`src/inc/alusf_pkg.sv`:
```
// Package of constants and types for the ALU status flag block
package alusf_pkg;

  // ==========================================================
  // Register byte offsets
  localparam logic [4:0] ALUSF_FLAGS_OFF = 5'h00;
  localparam logic [4:0] ALUSF_OPA_OFF = 5'h04;
  localparam logic [4:0] ALUSF_OPW_OFF = 5'h08;
  localparam logic [4:0] ALUSF_CMD_OFF = 5'h0c;
  localparam logic [4:0] ALUSF_RESULT_OFF = 5'h10;

  // ==========================================================
  // Flag bit positions
  localparam int ALUSF_C_POS = 0;
  localparam int ALUSF_DC_POS = 1;
  localparam int ALUSF_Z_POS = 2;
  localparam int ALUSF_OV_POS = 3;
  localparam int ALUSF_N_POS = 4;

  // ==========================================================
  // Command register fields
  localparam int ALUSF_CMD_OP_LSB = 0;
  localparam int ALUSF_CMD_BIT_LSB = 4;
  localparam int ALUSF_CMD_DEST_POS = 7;

  // ==========================================================
  // Reset values
  localparam logic [4:0] ALUSF_FLAGS_RST = 5'h00;
  localparam logic [7:0] ALUSF_BYTE_RST = 8'h00;

  // ==========================================================
  // Flag update masks
  localparam logic [4:0] ALUSF_MASK_ALL = 5'h1f;
  localparam logic [4:0] ALUSF_MASK_ROT = 5'h17;
  localparam logic [4:0] ALUSF_MASK_Z = 5'h04;
  localparam logic [4:0] ALUSF_MASK_NONE = 5'h00;

  // ==========================================================
  // Operation codes
  typedef enum logic [3:0] {
    ALUSF_ADD_W_FILE_OP = 4'h0,
    ALUSF_ADD_LITERAL_OP = 4'h1,
    ALUSF_LITERAL_MINUS_W_OP = 4'h2,
    ALUSF_FILE_MINUS_W_OP = 4'h3,
    ALUSF_ROTATE_RIGHT_OP = 4'h4,
    ALUSF_ROTATE_LEFT_OP = 4'h5,
    ALUSF_CLEAR_FILE_OP = 4'h6,
    ALUSF_BIT_CLEAR_OP = 4'h7,
    ALUSF_BIT_SET_OP = 4'h8,
    ALUSF_NIBBLE_SWAP_OP = 4'h9,
    ALUSF_FILE_TO_FILE_MOVE_OP = 4'ha,
    ALUSF_MOVE_W_TO_FILE_OP = 4'hb
  } alusf_op_type;

endpackage

```
`src/rtl/alusf_status_flags.sv`:
```
// ALU status flag register with Avalon-MM register access
//
// The register addresses and the Avalon-MM slave port were decided locally.
`timescale 1ns/10ps
module alusf_status_flags (
  input wire logic i_clk,
  input wire logic i_sys_rst,
  input wire logic [4:0] i_avs_address,
  input wire logic i_avs_read,
  input wire logic i_avs_write,
  input wire logic [31:0] i_avs_writedata,
  input wire logic [3:0] i_avs_byteenable,
  output logic [31:0] o_avs_readdata,
  output logic o_avs_waitrequest,
  output logic [7:0] o_flags
);

  // ==========================================================
  // State
  logic ack_reg, ack_next;
  logic [4:0] flags_reg, flags_next;
  logic [7:0] opa_reg, opa_next;
  logic [7:0] opw_reg, opw_next;
  logic [7:0] cmd_reg, cmd_next;
  logic [7:0] result_reg, result_next;
  logic [31:0] rdata_reg, rdata_next;

  logic req, accept, exec;
  alusf_pkg::alusf_op_type op;
  logic dest_flags;
  logic [2:0] bit_sel;
  logic [7:0] src_f, a_in, b_in, r;
  logic sub;
  logic [4:0] lo5;
  logic [8:0] sum9;
  logic [4:0] calc, mask;

  // ==========================================================
  // Bus handshake: one wait cycle per request
  assign req = i_avs_read | i_avs_write;
  assign accept = req & ack_reg;
  assign o_avs_waitrequest = req & ~ack_reg;
  assign o_avs_readdata = rdata_reg;
  assign o_flags = {3'h0, flags_reg};
  assign exec = accept & i_avs_write & i_avs_byteenable[0] & (i_avs_address == alusf_pkg::ALUSF_CMD_OFF);

  assign op = alusf_pkg::alusf_op_type'(i_avs_writedata[alusf_pkg::ALUSF_CMD_OP_LSB +: 4]);
  assign bit_sel = i_avs_writedata[alusf_pkg::ALUSF_CMD_BIT_LSB +: 3];
  assign dest_flags = i_avs_writedata[alusf_pkg::ALUSF_CMD_DEST_POS];

  // ==========================================================
  // Operation datapath
  always_comb begin
    src_f = dest_flags ? {3'h0, flags_reg} : opa_reg;
    a_in = src_f;
    b_in = opw_reg;
    sub = 1'b0;
    r = src_f;
    mask = alusf_pkg::ALUSF_MASK_NONE;
    calc = flags_reg;
    lo5 = 5'h00;
    sum9 = 9'h000;
    case (op)
      alusf_pkg::ALUSF_ADD_W_FILE_OP,
      alusf_pkg::ALUSF_ADD_LITERAL_OP,
      alusf_pkg::ALUSF_LITERAL_MINUS_W_OP,
      alusf_pkg::ALUSF_FILE_MINUS_W_OP: begin
        if (op == alusf_pkg::ALUSF_ADD_LITERAL_OP || op == alusf_pkg::ALUSF_LITERAL_MINUS_W_OP) begin
          a_in = opa_reg;
        end
        sub = (op == alusf_pkg::ALUSF_LITERAL_MINUS_W_OP) || (op == alusf_pkg::ALUSF_FILE_MINUS_W_OP);
        if (sub) begin
          b_in = ~opw_reg;
        end
        lo5 = {1'b0, a_in[3:0]} + {1'b0, b_in[3:0]} + {4'h0, sub};
        sum9 = {1'b0, a_in} + {1'b0, b_in} + {8'h00, sub};
        r = sum9[7:0];
        mask = alusf_pkg::ALUSF_MASK_ALL;
        calc[alusf_pkg::ALUSF_DC_POS] = lo5[4];
        calc[alusf_pkg::ALUSF_C_POS] = sum9[8];
        calc[alusf_pkg::ALUSF_OV_POS] = (a_in[7] == b_in[7]) && (sum9[7] != a_in[7]);
      end
      alusf_pkg::ALUSF_ROTATE_RIGHT_OP: begin
        r = {flags_reg[alusf_pkg::ALUSF_C_POS], src_f[7:1]};
        mask = alusf_pkg::ALUSF_MASK_ROT;
        calc[alusf_pkg::ALUSF_DC_POS] = src_f[4];
        calc[alusf_pkg::ALUSF_C_POS] = src_f[0];
      end
      alusf_pkg::ALUSF_ROTATE_LEFT_OP: begin
        r = {src_f[6:0], flags_reg[alusf_pkg::ALUSF_C_POS]};
        mask = alusf_pkg::ALUSF_MASK_ROT;
        calc[alusf_pkg::ALUSF_DC_POS] = src_f[3];
        calc[alusf_pkg::ALUSF_C_POS] = src_f[7];
      end
      alusf_pkg::ALUSF_CLEAR_FILE_OP: begin
        r = 8'h00;
        mask = alusf_pkg::ALUSF_MASK_Z;
      end
      alusf_pkg::ALUSF_BIT_CLEAR_OP: r = src_f & ~(8'h01 << bit_sel);
      alusf_pkg::ALUSF_BIT_SET_OP: r = src_f | (8'h01 << bit_sel);
      alusf_pkg::ALUSF_NIBBLE_SWAP_OP: r = {src_f[3:0], src_f[7:4]};
      alusf_pkg::ALUSF_FILE_TO_FILE_MOVE_OP: r = opa_reg;
      alusf_pkg::ALUSF_MOVE_W_TO_FILE_OP: r = opw_reg;
      default: r = src_f;
    endcase
    calc[alusf_pkg::ALUSF_N_POS] = r[7];
    calc[alusf_pkg::ALUSF_Z_POS] = (r == 8'h00);
  end

  // ==========================================================
  // Register next values
  always_comb begin
    ack_next = o_avs_waitrequest;
    flags_next = flags_reg;
    opa_next = opa_reg;
    opw_next = opw_reg;
    cmd_next = cmd_reg;
    result_next = result_reg;
    rdata_next = rdata_reg;
    if (accept && i_avs_write && i_avs_byteenable[0]) begin
      case (i_avs_address)
        alusf_pkg::ALUSF_FLAGS_OFF: flags_next = i_avs_writedata[4:0];
        alusf_pkg::ALUSF_OPA_OFF: opa_next = i_avs_writedata[7:0];
        alusf_pkg::ALUSF_OPW_OFF: opw_next = i_avs_writedata[7:0];
        alusf_pkg::ALUSF_CMD_OFF: begin
          cmd_next = i_avs_writedata[7:0];
          // Flag-updating ops block the destination write to all five flags
          if (dest_flags && mask == alusf_pkg::ALUSF_MASK_NONE) begin
            flags_next = r[4:0];
          end else begin
            flags_next = (flags_reg & ~mask) | (calc & mask);
          end
          result_next = dest_flags ? {3'h0, flags_next} : r;
        end
        default: flags_next = flags_reg;
      endcase
    end
    if (o_avs_waitrequest && i_avs_read) begin
      case (i_avs_address)
        alusf_pkg::ALUSF_FLAGS_OFF: rdata_next = {27'h0000000, flags_reg};
        alusf_pkg::ALUSF_OPA_OFF: rdata_next = {24'h000000, opa_reg};
        alusf_pkg::ALUSF_OPW_OFF: rdata_next = {24'h000000, opw_reg};
        alusf_pkg::ALUSF_CMD_OFF: rdata_next = {24'h000000, cmd_reg};
        alusf_pkg::ALUSF_RESULT_OFF: rdata_next = {24'h000000, result_reg};
        default: rdata_next = 32'h00000000;
      endcase
    end
  end

  always_ff @(posedge i_clk) begin
    if (i_sys_rst) begin
      ack_reg <= 1'b0;
      flags_reg <= alusf_pkg::ALUSF_FLAGS_RST;
      opa_reg <= alusf_pkg::ALUSF_BYTE_RST;
      opw_reg <= alusf_pkg::ALUSF_BYTE_RST;
      cmd_reg <= alusf_pkg::ALUSF_BYTE_RST;
      result_reg <= alusf_pkg::ALUSF_BYTE_RST;
      rdata_reg <= 32'h00000000;
    end else begin
      ack_reg <= ack_next;
      flags_reg <= flags_next;
      opa_reg <= opa_next;
      opw_reg <= opw_next;
      cmd_reg <= cmd_next;
      result_reg <= result_next;
      rdata_reg <= rdata_next;
    end
  end

  // ==========================================================
  // Checks
  logic exec_q, dest_q;
  logic [3:0] op_q;
  logic [7:0] src_q, w_q, lit_q;
  logic [4:0] fl_q;
  always_ff @(posedge i_clk) begin
    exec_q <= exec & ~i_sys_rst;
    dest_q <= dest_flags;
    op_q <= op;
    src_q <= src_f;
    w_q <= opw_reg;
    lit_q <= opa_reg;
    fl_q <= flags_reg;
  end

  add_carry_a: assert property (@(posedge i_clk) disable iff (i_sys_rst)
    exec_q && op_q == 4'h0 |-> flags_reg[0] == ((9'(src_q) + 9'(w_q)) > 9'h0ff))
    else $error("add carry wrong");
  sub_borrow_a: assert property (@(posedge i_clk) disable iff (i_sys_rst)
    exec_q && op_q == 4'h3 |-> flags_reg[0] == (src_q >= w_q))
    else $error("subtract carry wrong");
  add_nibble_a: assert property (@(posedge i_clk) disable iff (i_sys_rst)
    exec_q && op_q == 4'h1 |-> flags_reg[1] == ((5'(lit_q[3:0]) + 5'(w_q[3:0])) > 5'h0f))
    else $error("nibble carry wrong");
  rot_right_a: assert property (@(posedge i_clk) disable iff (i_sys_rst)
    exec_q && op_q == 4'h4 && !dest_q |-> flags_reg[0] == src_q[0] && flags_reg[1] == src_q[4])
    else $error("rotate right flags wrong");
  rot_left_a: assert property (@(posedge i_clk) disable iff (i_sys_rst)
    exec_q && op_q == 4'h5 && !dest_q |-> flags_reg[0] == src_q[7] && flags_reg[1] == src_q[3])
    else $error("rotate left flags wrong");
  clear_flags_a: assert property (@(posedge i_clk) disable iff (i_sys_rst)
    exec_q && op_q == 4'h6 && dest_q |-> flags_reg == (fl_q | 5'h04))
    else $error("clear on flags wrong");
  keep_flags_a: assert property (@(posedge i_clk) disable iff (i_sys_rst)
    exec_q && op_q >= 4'h7 && !dest_q |-> flags_reg == fl_q)
    else $error("flags disturbed");
  zero_neg_a: assert property (@(posedge i_clk) disable iff (i_sys_rst)
    exec_q && op_q <= 4'h3 && !dest_q |-> flags_reg[2] == (result_reg == 8'h00) && flags_reg[4] == result_reg[7])
    else $error("zero or negative wrong");
  upper_zero_a: assert property (@(posedge i_clk) disable iff (i_sys_rst)
    exec_q && dest_q |-> result_reg[7:5] == 3'h0 ##1 o_flags[7:5] == 3'h0)
    else $error("upper flag bits set");
  wait_once_a: assert property (@(posedge i_clk) disable iff (i_sys_rst)
    o_avs_waitrequest |=> !o_avs_waitrequest)
    else $error("wait longer than one cycle");
  dest_keep_a: assert property (@(posedge i_clk) disable iff (i_sys_rst)
    exec_q && dest_q && (op_q == 4'h4 || op_q == 4'h5) |-> flags_reg[3] == fl_q[3])
    else $error("flag write not suppressed");
  clear_zero_a: assert property (@(posedge i_clk) disable iff (i_sys_rst)
    exec_q && op_q == 4'h6 && !dest_q |-> flags_reg == (fl_q | 5'h04) && result_reg == 8'h00)
    else $error("clear file flags wrong");

endmodule // alusf_status_flags

```
`config.mk`:
```
export PLATFORM = sky130hd
export DESIGN_NAME = alusf_status_flags
export DESIGN_NICKNAME = d
export VERILOG_FILES = /design/src/inc/alusf_pkg.sv /design/src/rtl/alusf_status_flags.sv
export SDC_FILE = /design/constraint.sdc
export NUM_CORES = 1
export LEC_CHECK = 0
export BUFFER_PORTS_ARGS = -buffer_cell sky130_fd_sc_hd__buf_2
export CAP_MARGIN = 20
export CORE_MARGIN = 3
export CORE_UTILIZATION = 35
export DETAILED_ROUTE_END_ITERATION = 10
export GPL_TIMING_DRIVEN = 0
export PLACE_DENSITY_LB_ADDON = 0.1
export SYNTH_ARGS = -nofsm -noshare
export SYNTH_HDL_FRONTEND = slang
export SYNTH_SLANG_ARGS = --single-unit
```
`constraint.sdc`:
```
create_clock -name i_clk -period 4.17 [get_ports i_clk]
set_clock_uncertainty 0.15 [all_clocks]
set_input_delay 0.2085 -clock i_clk [delete_from_list [all_inputs] [get_ports i_clk]]
set_output_delay 0.2085 -clock i_clk [all_outputs]
set_load 0.01 [all_outputs]
```
Word-level counts from Yosys, hierarchy flattened --
Cells that the tools add are included.
Operators by class: reductions and logical operators 18, shift-type cells 1, multiplexer cells 13, add/subtract/negate cells 4, equality and inequality tests 17, bitwise operators 12
Operators by type and width (number):
- case mux 8 bit (9 select lines) | 1
- 2-to-1 mux 8 bit | 6
- case mux 8 bit (5 select lines) | 1
- == test 4 x 3 -> 1 bit (second input constant) | 4
- == test 4 bit (second input constant) | 4
- NOT 8 bit | 2
- case mux 5 bit (3 select lines) | 1
- AND 5 bit | 2
- == test 5 x 4 -> 1 bit (second input constant) | 2
- logical NOT 5 bit | 2
- case mux 5 bit (2 select lines) | 1
- adder 8 x 8 -> 9 bit | 1
- adder 9 x 1 -> 9 bit | 1
- AND 8 bit | 1
- == test 4 x 2 -> 1 bit (second input constant) | 2
- logical NOT 8 bit | 1
- bitwise OR 8 bit | 1
- AND reduction 2 bit | 4
- left shift 1 x 3 -> 8 bit (first input constant) | 1
- case mux 2 bit (3 select lines) | 1
- adder 4 x 4 -> 5 bit | 1
- adder 5 x 1 -> 5 bit | 1
- == test 5 x 3 -> 1 bit (second input constant) | 1
- == test 5 bit (second input constant) | 1
- 16 further kinds | 22
Storage, ports and cells: bits in registers 70, input port bits 45, output and inout port bits 41

Logic depth before layout (Yosys ltp) --
Gate-level depths: netlist (run 1).
word-level depth 13, depth in mapped cells 15, depth with buffers taken out 13

Worst setup path before layout (run 1) --
OpenSTA, ideal clock, no wires.
path type input-to-reg, from in i_avs_writedata[3], to reg flags_reg[2], slack 0.623 ns, arrival 3.305 ns, library setup time 0.092 ns, data required time 3.928 ns, cell stages on the path 14, cells stage by stage buf_2 > clkbuf_1 > nor2_1 > nand2_1 > mux2_2 > ha_1 > and3b_1 > a221o_1 > a221oi_2 > xor2_1 > o32ai_1 > nor4_2 > a211oi_1 > o32ai_1
Between the ends: cells in the longest elaborated chain, start to end 12, elaborated cells on any way between the ends 33
Ends and longest elaborated chain:
- from (decl) | line alusf_status_flags.sv:11 | input wire logic [31:0] i_avs_writedata,
- == test 4 x 1 -> 1 bit / == test 4 x 2 -> 1 bit (equally long branches)
- logical OR 1 bit (on tied branches) | line alusf_status_flags.sv:68, alusf_status_flags.sv:71
- 2-to-1 mux 8 bit (on tied branches) | line alusf_status_flags.sv:68, alusf_status_flags.sv:72
- 2-to-1 mux 8 bit | line alusf_status_flags.sv:63 | case (op)
- adder 8 x 8 -> 9 bit | line alusf_status_flags.sv:76 | sum9 = {1'b0, a_in} + {1'b0, b_in} + {8'h00, sub};
- adder 9 x 1 -> 9 bit | line alusf_status_flags.sv:76
- case mux 8 bit (9 select lines) | line alusf_status_flags.sv:63
- logical NOT 8 bit | line alusf_status_flags.sv:107 | calc[alusf_pkg::ALUSF_Z_POS] = (r == 8'h00);
- AND 5 bit | line alusf_status_flags.sv:131 | flags_next = (flags_reg & ~mask) | (calc & mask);
- bitwise OR 5 bit | line alusf_status_flags.sv:131
- 2-to-1 mux 5 bit (*) | line alusf_status_flags.sv:128 | if (dest_flags && mask == alusf_pkg::ALUSF_MASK_NONE) begin
- case mux 5 bit (2 select lines) (*) | line alusf_status_flags.sv:121 | case (i_avs_address)
- to (signal assigned) | line alusf_status_flags.sv:153 | flags_reg <= alusf_pkg::ALUSF_FLAGS_RST;
- to (signal assigned) | line alusf_status_flags.sv:161 | flags_reg <= flags_next;
- to (decl) | line alusf_status_flags.sv:21 | logic [4:0] flags_reg, flags_next;
Mark *: on every way between the ends. The rest lies on a longest branch, timed or not. The select of a mux whose other input is x is not followed. A chain may end at the register's enable or synchronous reset.

Final worst setup path (run 1) --
Ends and elaborated chain as after synthesis.

==> metrics.txt, run 1 <==
Seq cells post-synth=46; maximum number of pins on one net before global-route repair=15; Syn-to-layout area delta=13.15%; RSZ-0062 raised after global routing=no; crit path DAT=3.95 ns; CP Cell Sequence=buf_2 > clkbuf_1 > nor2_4 > nand2_2 > mux2_2 > ha_1 > and3b_1 > a221o_1 > a221oi_2 > xor2_1 > o32ai_1 > nor4_2 > a211oi_1 > o32ai_1; area of the mapped netlist=0.003881 mm2; most common cell in the synthesized netlist=nor2_1; final wirelength=13.74 mm; Final period util=93.50%; post-route cell area=0.004392 mm2; Finished Layout Cells=715; Hold Vio Cnt, Final=0; core box area=0.01056 mm2; Routed Antenna Nets=0; DRC Markers=0; yosys warns=0; post_cts resized=1; clk sinks=46; Vias/cell=5.811; minimum clock period=3.899 ns; Post-synth ARST share=0%; TritonCTS clock tree=yes; All-Layer GR Usage=21.38%; Max Freq=0.2565 GHz; count of cell types in the netlist=70; slowest CP cell=clkbuf_1; dpl cells=709; Detailed Routing Iterations Pass 1=5; Clock Root Buffer=clkbuf_8; Starting Density=36.77%; H-tree depth=2; Slew @ Worst Pin=1.087 ns; CP max FO=10; Post-Route Setup TNS=0 ns; most common library cells after synthesis=nor2_1 (62), nand2_1 (53), dfxtp_1 (46), a21oi_1 (45); Die H=111.3 um; Post-CTS Setup Bufs=0; Avg Synthesized Cell Area=7.493 um2; Critical Path RT=4.22 ns; Placement Cell Area=0.004294 mm2; max-slew violations=0; GPL Wtd Cong=0.9826; CTS Hold Bufs=0; first-pass GRT wire length=21.33 mm; Synth top area share=23.73%; Critical Path End Type=register; Synth area leader=dfxtp_1; Power Density=212.8 mW/mm2; number of synthesized flops with an enable pin=0; endpoints failing setup=0; dpl hpwl=10.21 mm; critical path's most frequent cell=o32ai_1; Die Area=0.01239 mm2; synth top area cells=dfxtp_1 (24%), mux2i_1 (7.2%), nor2_1 (6.0%); max incr delay on CP=0.42 ns; total vias in the final route=4155; status=finished clean; Worst-path clk slew=0.08 ns; n_diodes=0; VDD IR max=0.1332 mV; Num CTS Buffers=5; worst path bufs/invs=2; Site Rows=37; I/O pin cnt=86; Final Power=0.9344 mW; maximum buffer depth of the clock tree=2; sequential area share after synthesis=23.73%; Pleak=1.727 nW; layout cell share with drive strength beyond 1=16.06%; CP delay by family, top=compound AO/OA/AOI/OAI gates; IO Port Bufs=28; Die W=111.3 um; initial antenna violation count=0; nets=631; Hold Path Class=input pin to register; Max-slew headroom=27.40%; Worst-Skew Late Latency=0.30 ns; remaining global-route overflow=0; total of max-cap violations=0; Setup crit start kind=input pin; CP Class=input pin to register; initial detailed-routing violation count=472; Synth Flop Type=dfxtp_1; Avg WL per Cell=19.22 um; Synth Instances=518; number of global-route vias before repair=3795
==> final cells by class <==
type / instances / area [um2]
Fill cell: 1117 / 6163
Multi-Input combinational cell: 429 / 2686
Sequential cell: 46 / 920.9
Buffer: 61 / 351.6
Tap cell: 136 / 170.2
Timing Repair Buffer: 29 / 145.1
Clock buffer: 6 / 82.58
Inverter: 6 / 22.52
Clock inverter: 2 / 12.51
==> worst paths after layout <==
kind,from,end,slack [ns],cells after the start
worst max-delay path,i_avs_writedata[3],flags_reg[2]$_SDFFE_PP0P_,0.27,14
worst min-delay path,i_avs_write,ack_reg$_SDFF_PP0_,0.06,3
worst max register to register,opa_reg[2]$_SDFFE_PP0P_,flags_reg[2]$_SDFFE_PP0P_,0.29,11
worst min register to register,cmd_reg[3]$_SDFFE_PP0P_,cmd_reg[3]$_SDFFE_PP0P_,0.31,2
==> per-layer routing <==
| metal | vias up | routed length, um | global-route usage, % |
|---|---|---|---|
| met5 | - | 0 | 0 |
| met4 | 0 | 252 | 3.487 |
| met3 | 27 | 1377 | 5.622 |
| met2 | 211 | 6144 | 33.61 |
| met1 | 1952 | 5969 | 29.99 |
| li1 | 1965 | - | - |
==> kinds of logic after synthesis <==
family                     Yosys count  synth area share, %
muxes                               35                9.542
buffers and inverters               69                9.832
xor gates and xnor gates            14                3.159
DFF                                 46                23.73
adders and majority gates            8                2.772
other                                1              0.09662
and+or+nand+nor                    198                25.18
AOI/OAI and AO/OA                  147                25.69
==> metrics by stage <==
stage | utilization, % | hold slack [ns] | setup WS, ns
after detailed placement | 40.68 | 0.2966 | -0.3844
after floorplan | - | 0.2336 | 0.6229
after CTS | 41.61 | 0.06795 | 0.1192
final | 41.61 | 0.05721 | 0.2712
after global placement | 40.64 | 0.2931 | -0.4005
after global routing | 41.61 | 0.09167 | 0.02280
==> power by group <==
part	switching, mW	total (mW)	internal, mW
registers	0.00164	0.442	0.440
logic	0.133	0.206	0.0722
clock network	0.154	0.287	0.133
total	0.289	0.934	0.646
==> cell usage in the layout, fill, tap and decap left out, drive strengths merged, types with 6 or more instances in the layout <==
master and instances:
o211ai 8, buf 69, conb 27, dfxtp 46, a221oi 8, xor2 12, a22oi 6, nor2 62
inv 6, a21oi 45, a31oi 10, nand2b 9, mux2i 28, nor3 12, ha 7, nor2b 8
and2 8, o21ai 18, nand2 53, nand3 14, mux2 6, clkbuf 27
==> worst reg2reg max path, cell delays in order, from the launching register on <==
cell,delay (ns)
dfxtp_1,0.46
mux2i_1,0.55
a21oi_1,0.15
ha_1,0.39
and3b_1,0.19
a221o_1,0.34
a221oi_2,0.36
xor2_1,0.24
o32ai_1,0.22
nor4_2,0.33
a211oi_1,0.14
o32ai_1,0.26
Power figures use the tool's default switching activity.
==> run 2: changes to the inputs <==
--- a/config.mk
+++ b/config.mk
@@ -5,6 +5,7 @@
 export SDC_FILE = /design/constraint.sdc
 export NUM_CORES = 1
 export LEC_CHECK = 0
+export ABC_AREA = 1
 export BUFFER_PORTS_ARGS = -buffer_cell sky130_fd_sc_hd__buf_2
 export CAP_MARGIN = 20
 export CORE_MARGIN = 3
@@ -12,6 +13,7 @@
 export DETAILED_ROUTE_END_ITERATION = 10
 export GPL_TIMING_DRIVEN = 0
 export PLACE_DENSITY_LB_ADDON = 0.1
+export SLEW_MARGIN = 20
 export SYNTH_ARGS = -nofsm -noshare
 export SYNTH_HDL_FRONTEND = slang
 export SYNTH_SLANG_ARGS = --single-unit
==> run 2 against run 1 <==
Net effect: global-route usage grew 1.5 points; critical path depth grew 6; sequential power is essentially flat; synthesized cell count grew 14%; register-to-register slack gained 0.22 ns; total power grew 1.8%; first-iteration DRC count shrank 25%; wire length shrank 4.3%; clock power grew 20%; cell area shrank 5.9%; worst setup slack gained 0.24 ns; synthesized area shrank 7.2%.
==> metrics.txt, run 2 <==
CP max FO=5 (was 10); Post-Route Setup TNS=0 ns (unchanged); number of global-route vias before repair=3787 (was 3795); Max-slew headroom=36.95% (was 27.40%); Avg Synthesized Cell Area=6.105 um2 (was 7.493 um2); Die H=107.5 um (was 111.3 um); Net Sw Frac=29.17% (was 30.88%); Power Density=230.2 mW/mm2 (was 212.8 mW/mm2); initial detailed-routing violation count=354 (was 472); DRC Markers=0 (unchanged); max-slew violations=0 (unchanged); Routed Antenna Nets=0 (unchanged); most common cell in the synthesized netlist=nand2_1 (was nor2_1); CP Class=register to register (was input pin to register); Comb power frac=17.6% (was 22.0%); H-tree depth=2 (unchanged); max incr delay on CP=0.71 ns (was 0.42 ns); area of the mapped netlist=0.003602 mm2 (was 0.003881 mm2); remaining global-route overflow=0 (unchanged); Hold Path Class=input pin to register (unchanged); Synth Instances=590 (was 518); yosys warns=0 (unchanged); Int Power=0.6740 mW (was 0.6458 mW); layout cell share with drive strength beyond 1=14.05% (was 16.06%); maximum number of pins on one net before global-route repair=16 (was 15); Avg WL per Cell=16.69 um (was 19.22 um); Critical Path End Type=register (unchanged); Post-CTS Setup Bufs=0 (unchanged); Hold Vio Cnt, Final=0 (unchanged); dpl hpwl=10.63 mm (was 10.21 mm); count of cell types in the netlist=40 (was 70); minimum clock period=3.658 ns (was 3.899 ns); Placement Cell Area=0.004021 mm2 (was 0.004294 mm2); Starting Density=36.35% (was 36.77%); Fillers=1133 (was 1117); Seq cells post-synth=46 (unchanged); core box area=0.009910 mm2 (was 0.01056 mm2); synth top area cells=dfxtp_1 (26%), nand2_1 (15%), a21oi_1 (9.0%) (was dfxtp_1 (24%), mux2i_1 (7.2%), nor2_1 (6.0%)); TritonCTS clock tree=yes (unchanged); Slew @ Worst Pin=0.9371 ns (was 1.087 ns); I/O pin cnt=86 (unchanged); Synth Flop Type=dfxtp_1 (unchanged); Pleak=1.878 nW (was 1.727 nW); most common library cells after synthesis=nand2_1 (147), a21oi_1 (65), inv_1 (59), nor2_1 (53), o21ai_0 (51) (was nor2_1 (62), nand2_1 (53), dfxtp_1 (46), a21oi_1 (45)); sw power=0.2776 mW (was 0.2885 mW); VDD IR max=0.1401 mV (was 0.1332 mV); Site Rows=36 (was 37); CP delay by family, top=simple AND/OR/NAND/NOR gates (was compound AO/OA/AOI/OAI gates); GPL Wtd Cong=0.9836 (was 0.9826); critical path's most frequent cell=nand2_1 (was o32ai_1); Reg area=920.9 um2 (unchanged); Max Freq=0.2734 GHz (was 0.2565 GHz); nets=707 (was 631); All-Layer GR Usage=22.92% (was 21.38%); Worst-Skew Late Latency=0.31 ns (was 0.30 ns); endpoints failing setup=0 (unchanged); clk sinks=46 (unchanged); slowest CP cell=o21ai_0 (was clkbuf_1); final wirelength=13.16 mm (was 13.74 mm); Vias/cell=5.211 (was 5.811); total of max-cap violations=0 (unchanged); CTS Hold Bufs=0 (unchanged); Syn-to-layout area delta=14.76% (was 13.15%); total vias in the final route=4106 (was 4155); n_diodes=0 (unchanged); status=finished clean (unchanged); Synth area leader=dfxtp_1 (unchanged); Setup crit start kind=register (was input pin); Num CTS Buffers=5 (unchanged); number of synthesized flops with an enable pin=0 (unchanged); Clock Root Buffer=clkbuf_8 (unchanged); most common cell after layout, fill and taps aside=nand2_1 (was nor2_1); Post-synth ARST share=0% (unchanged); area taken by multi-input logic gates=0.002271 mm2 (was 0.002686 mm2); crit path DAT=3.75 ns (was 3.95 ns); post-route cell area=0.004134 mm2 (was 0.004392 mm2); sequential share of power=46.4% (was 47.3%); Synth top area share=25.56% (was 23.73%); maximum buffer depth of the clock tree=2 (unchanged); Critical Path RT=4.27 ns (was 4.22 ns); post_cts resized=0 (was 1); RSZ-0062 raised after global routing=no (unchanged); clock share of power=36.0% (was 30.7%); IO Port Bufs=31 (was 28); Final period util=87.72% (was 93.50%); CP Cell Sequence=inv_1 > o21ai_0 > nand2_1 > nand3_2 > and2_1 > fa_1 > nand3_1 > nand2_1 > nand2_1 > nand3_1 > nand4_1 > nor2_1 > nand4_1 > nor2_1 > nand3_1 > nand2_1 > nand2_1 > nand2_1 > nand2_1 > a21oi_2 (was buf_2 > clkbuf_1 > nor2_4 > nand2_2 > mux2_2 > ha_1 > and3b_1 > a221o_1 > a221oi_2 > xor2_1 > o32ai_1 > nor4_2 > a211oi_1 > o32ai_1); Detailed Routing Iterations Pass 1=5 (unchanged); first-pass GRT wire length=20.35 mm (was 21.33 mm); worst path bufs/invs=1 (was 2); highest-count cells in the layout ignoring fill and taps=nand2_1 (147), a21oi_1 (65), inv_1 (59) (was nor2_1 (61), nand2_1 (52), dfxtp_1 (46)); Die W=107.5 um (was 111.3 um); Die Area=0.01155 mm2 (was 0.01239 mm2); sequential area share after synthesis=25.56% (was 23.73%); initial antenna violation count=0 (unchanged); Worst-path clk slew=0.09 ns (was 0.08 ns)
[run 2: changes by cell type after synthesis, sizes merged, moves of 8 or more]
cell / change
clkbuf: -14
nand2: +100
nand4: +8
o21ai: +36
mux2i: -28
nor2b: -8
a31oi: -9
inv: +60
nand2b: -9
buf: -10
nand3: +26
a21oi: +21
nor3: -8
[run 2: tightest hold or removal path, stage by stage]
cell     delay [ns]
buf_2          0.09
inv_1          0.10
o21ai_0        0.09
a21oi_1        0.04
[run 2: worst paths after layout]
kind / start / to / slack [ns] / cells past startpoint
worst max-delay path: opa_reg[0]$_SDFFE_PP0P_ / flags_reg[2]$_SDFFE_PP0P_ / 0.51 / 20
worst min-delay path: i_sys_rst / cmd_reg[4]$_SDFFE_PP0P_ / 0.11 / 4
worst max register to register: opa_reg[0]$_SDFFE_PP0P_ / flags_reg[2]$_SDFFE_PP0P_ / 0.51 / 20
worst min register to register: o_avs_readdata[6]$_SDFFE_PP0P_ / o_avs_readdata[6]$_SDFFE_PP0P_ / 0.32 / 2
[run 2: cell families after synthesis]
family,synth area share (%)
AO/OA/AOI/OAI,22.75
XOR/XNOR,2.188
adder cells (fa/ha/maj),2.987
buffers and inverters,14.10
flip-flops,25.56
other,0.1041
AND/OR/NAND/NOR,32.30
[run 2: power groups by stage]
stage	registers (mW)	logic (mW)	clock network, mW
2_1_floorplan	0.452	0.114	0
3_3_place_gp	0.452	0.162	0
3_5_place_dp	0.452	0.163	0
4_1_cts	0.442	0.164	0.352
5_1_grt	0.442	0.184	0.367
6_report	0.442	0.167	0.343
[run 2: area by class of cell]
cell class | count | area share, %
tap | 133 | 4.025
multi-input combinational | 464 | 54.93
clock inverter | 3 | 1.059
inverter | 67 | 6.084
sequential | 46 | 22.28
buffer | 39 | 6.205
clock buffer | 5 | 1.665
timing repair buffer | 31 | 3.753
[run 2: through the flow]
stage	hold WS [ns]	cells	setup WS (ns)	power, mW	util (%)
floorplan	0.2304	616	1.455	0.5652	-
global placement	0.3027	780	0.5413	0.6145	40.58
detailed placement	0.3031	780	0.5130	0.6153	40.58
CTS	0.09573	788	0.6315	0.9578	41.72
global route	0.1356	788	0.2148	0.9935	41.72
finish	0.1081	788	0.5119	0.9516	41.72
[run 2: per-layer routing]
layer | share of wire (%) | vias up | GRT usage (%) | wire length, um
li1 | - | 2037 | - | -
met4 | 2.1 | 0 | 6.222 | 278
met1 | 45 | 1850 | 32.60 | 5944
met2 | 44 | 201 | 35.84 | 5843
met5 | 0 | - | 0 | 0
met3 | 8.3 | 18 | 3.839 | 1088
==> run 3: changes to the inputs <==
--- a/config.mk
+++ b/config.mk
@@ -10,9 +10,10 @@
 export CAP_MARGIN = 20
 export CORE_MARGIN = 3
 export CORE_UTILIZATION = 35
+export CTS_BUF_LIST = sky130_fd_sc_hd__clkbuf_16
 export DETAILED_ROUTE_END_ITERATION = 10
 export GPL_TIMING_DRIVEN = 0
-export PLACE_DENSITY_LB_ADDON = 0.1
+export PLACE_DENSITY = 0.63
 export SLEW_MARGIN = 20
 export SYNTH_ARGS = -nofsm -noshare
 export SYNTH_HDL_FRONTEND = slang
==> run 3 against run 2 <==
Net effect: critical path depth unchanged; sequential cell count unchanged; clock power increased by 14%; wire length decreased by 3.5%; maximum frequency increased by 8.4%; register-to-register slack improved by 0.30 ns; largest power group unchanged; largest cell class unchanged; sequential power about the same; sequential share of layout area decreased by 0.16 points; die area unchanged; critical path type is now input pin to register; core utilization increased by 0.30 points; final cell count unchanged.
==> metrics.txt, run 3 (synthesized netlist as in run 2, its figures left out) <==
Reg area=920.9 um2 (unchanged); minimum clock period=3.374 ns (was 3.658 ns); dpl cells=780 (unchanged); nets=707 (unchanged); H-tree depth=2 (unchanged); Hold Startpoint=i_avs_write (was i_sys_rst); Max-slew headroom=37.24% (was 36.95%); initial detailed-routing violation count=453 (was 354); n_diodes=0 (unchanged); Routed Antenna Nets=0 (unchanged); Worst-Skew Late Latency=0.29 ns (was 0.31 ns); hold depth=5 (was 4); Site Rows=36 (unchanged); crit path DAT=3.45 ns (was 3.75 ns); Critical Path End Type=register (unchanged); IO Port Bufs=31 (unchanged); Hold Vio Cnt, Final=0 (unchanged); initial antenna violation count=0 (unchanged); endpoints failing setup=0 (unchanged); final wirelength=12.70 mm (was 13.16 mm); maximum buffer depth of the clock tree=2 (unchanged); core box area=0.009910 mm2 (unchanged); All-Layer GR Usage=21.88% (was 22.92%); Avg WL per Cell=16.12 um (was 16.69 um); Clock Root Buffer=clkbuf_16 (was clkbuf_8); max-slew violations=0 (unchanged); clk sinks=46 (unchanged); status=finished clean (unchanged); number of global-route vias before repair=3784 (was 3787); VDD IR max=0.1325 mV (was 0.1401 mV); CP Class=input pin to register (was register to register); total of max-cap violations=0 (unchanged); Slew @ Worst Pin=0.9328 ns (was 0.9371 ns); Starting Density=36.35% (unchanged); worst setup path startpoint=i_avs_writedata[0] (was opa_reg[0]$_SDFFE_PP0P_); Vias/cell=5.270 (was 5.211); Syn-to-layout area delta=15.60% (was 14.76%); post_cts resized=0 (unchanged); I/O pin cnt=86 (unchanged); remaining global-route overflow=0 (unchanged); most common cell after layout, fill and taps aside=nand2_1 (unchanged); DRC Markers=0 (unchanged); Setup crit start kind=input pin (was register); Num CTS Buffers=5 (unchanged); Die W=107.5 um (unchanged); Hold Path Class=input pin to register (unchanged); total vias in the final route=4153 (was 4106); Worst-path clk slew=0.06 ns (was 0.09 ns); Detailed Routing Iterations Pass 1=5 (unchanged); Fillers=1090 (was 1133); Max Freq=0.2963 GHz (was 0.2734 GHz); Final period util=80.92% (was 87.72%); Worst Reg2Reg Path Length in Cells=21 (was 20); area taken by multi-input logic gates=0.002271 mm2 (unchanged); Critical Path RT=4.24 ns (was 4.27 ns); RSZ-0062 raised after global routing=no (unchanged); GPL Wtd Cong=0.9682 (was 0.9836); layout cell share with drive strength beyond 1=13.89% (was 14.05%); Pleak=1.895 nW (was 1.878 nW); TritonCTS clock tree=yes (unchanged); Power Density=239.7 mW/mm2 (was 230.2 mW/mm2); worst reg2reg startpoint=opa_reg[0]$_SDFFE_PP0P_ (unchanged); CP max FO=10 (was 5); Post-CTS Setup Bufs=0 (unchanged); CTS Hold Bufs=0 (unchanged); dpl hpwl=10.11 mm (was 10.63 mm); Post-Route Setup TNS=0 ns (unchanged); maximum number of pins on one net before global-route repair=15 (was 16); Finished Layout Cells=788 (unchanged); highest-count cells in the layout ignoring fill and taps=nand2_1 (147), a21oi_1 (65), inv_1 (60) (was nand2_1 (147), a21oi_1 (65), inv_1 (59)); Die H=107.5 um (unchanged); first-pass GRT wire length=19.60 mm (was 20.35 mm); Die Area=0.01155 mm2 (unchanged)
-- run 3: cell type report --
class | instances | area share, %
clock inverters | 3 | 0.4207
multi-input cells | 464 | 54.54
clock buffers | 5 | 3.005
repair buffers | 31 | 3.726
inverters | 67 | 6.040
flip-flops and latches | 46 | 22.12
plain buffers | 39 | 6.160
well taps | 133 | 3.996
-- run 3: path summary, 6_finish.rpt --
path	slack, ns	endpoint
hold reg to reg	0.31	o_avs_readdata[7]$_SDFFE_PP0P_
setup reg to reg	0.81	flags_reg[2]$_SDFFE_PP0P_
hold / removal	0.13	ack_reg$_SDFF_PP0_
setup / recovery	0.80	flags_reg[2]$_SDFFE_PP0P_
-- run 3: worst max-delay path, cell delays in order --
cell,delay [ns]
buf_2,0.12
inv_1,0.27
nand2_2,0.17
nand3_1,0.20
clkbuf_1,0.33
o21ai_0,0.24
fa_1,0.54
nand3_1,0.14
nand3_1,0.08
nand3_1,0.13
nand4_1,0.21
nor2_1,0.15
nand4_1,0.08
nor2_1,0.10
nand3_1,0.08
nand2_1,0.07
nand2_1,0.06
nand2_1,0.06
nand2_1,0.08
a21oi_2,0.12
-- run 3: metrics by stage --
| step | power, mW | cell area (um2) | worst slack (ns) | utilization, % | hold WS [ns] |
|---|---|---|---|---|---|
| after floorplan | 0.5652 | 3700 | 1.455 | - | 0.2304 |
| after global placement | 0.6121 | 4021 | 0.5294 | 40.58 | 0.3035 |
| after detailed placement | 0.6133 | 4021 | 0.5502 | 40.58 | 0.3036 |
| after CTS | 1.002 | 4164 | 0.8368 | 42.02 | 0.1286 |
| after global routing | 1.042 | 4164 | 0.4288 | 42.02 | 0.1621 |
| final | 0.9980 | 4164 | 0.7955 | 42.02 | 0.1283 |
-- run 3: layer usage --
metal | up-vias | GRT usage, % | part of all wire [%]
met2 | 212 | 36.15 | 45
met5 | - | 0 | 0
met1 | 1888 | 29.75 | 44
met3 | 22 | 2.999 | 8.8
met4 | 0 | 6.312 | 2.1
li1 | 2031 | - | -
-- run 3: power by group --
part / internal (mW) / switching (mW)
Sequential: 0.441 / 0.00131
Combinational: 0.0537 / 0.112
Clock: 0.220 / 0.170
Total: 0.714 / 0.284
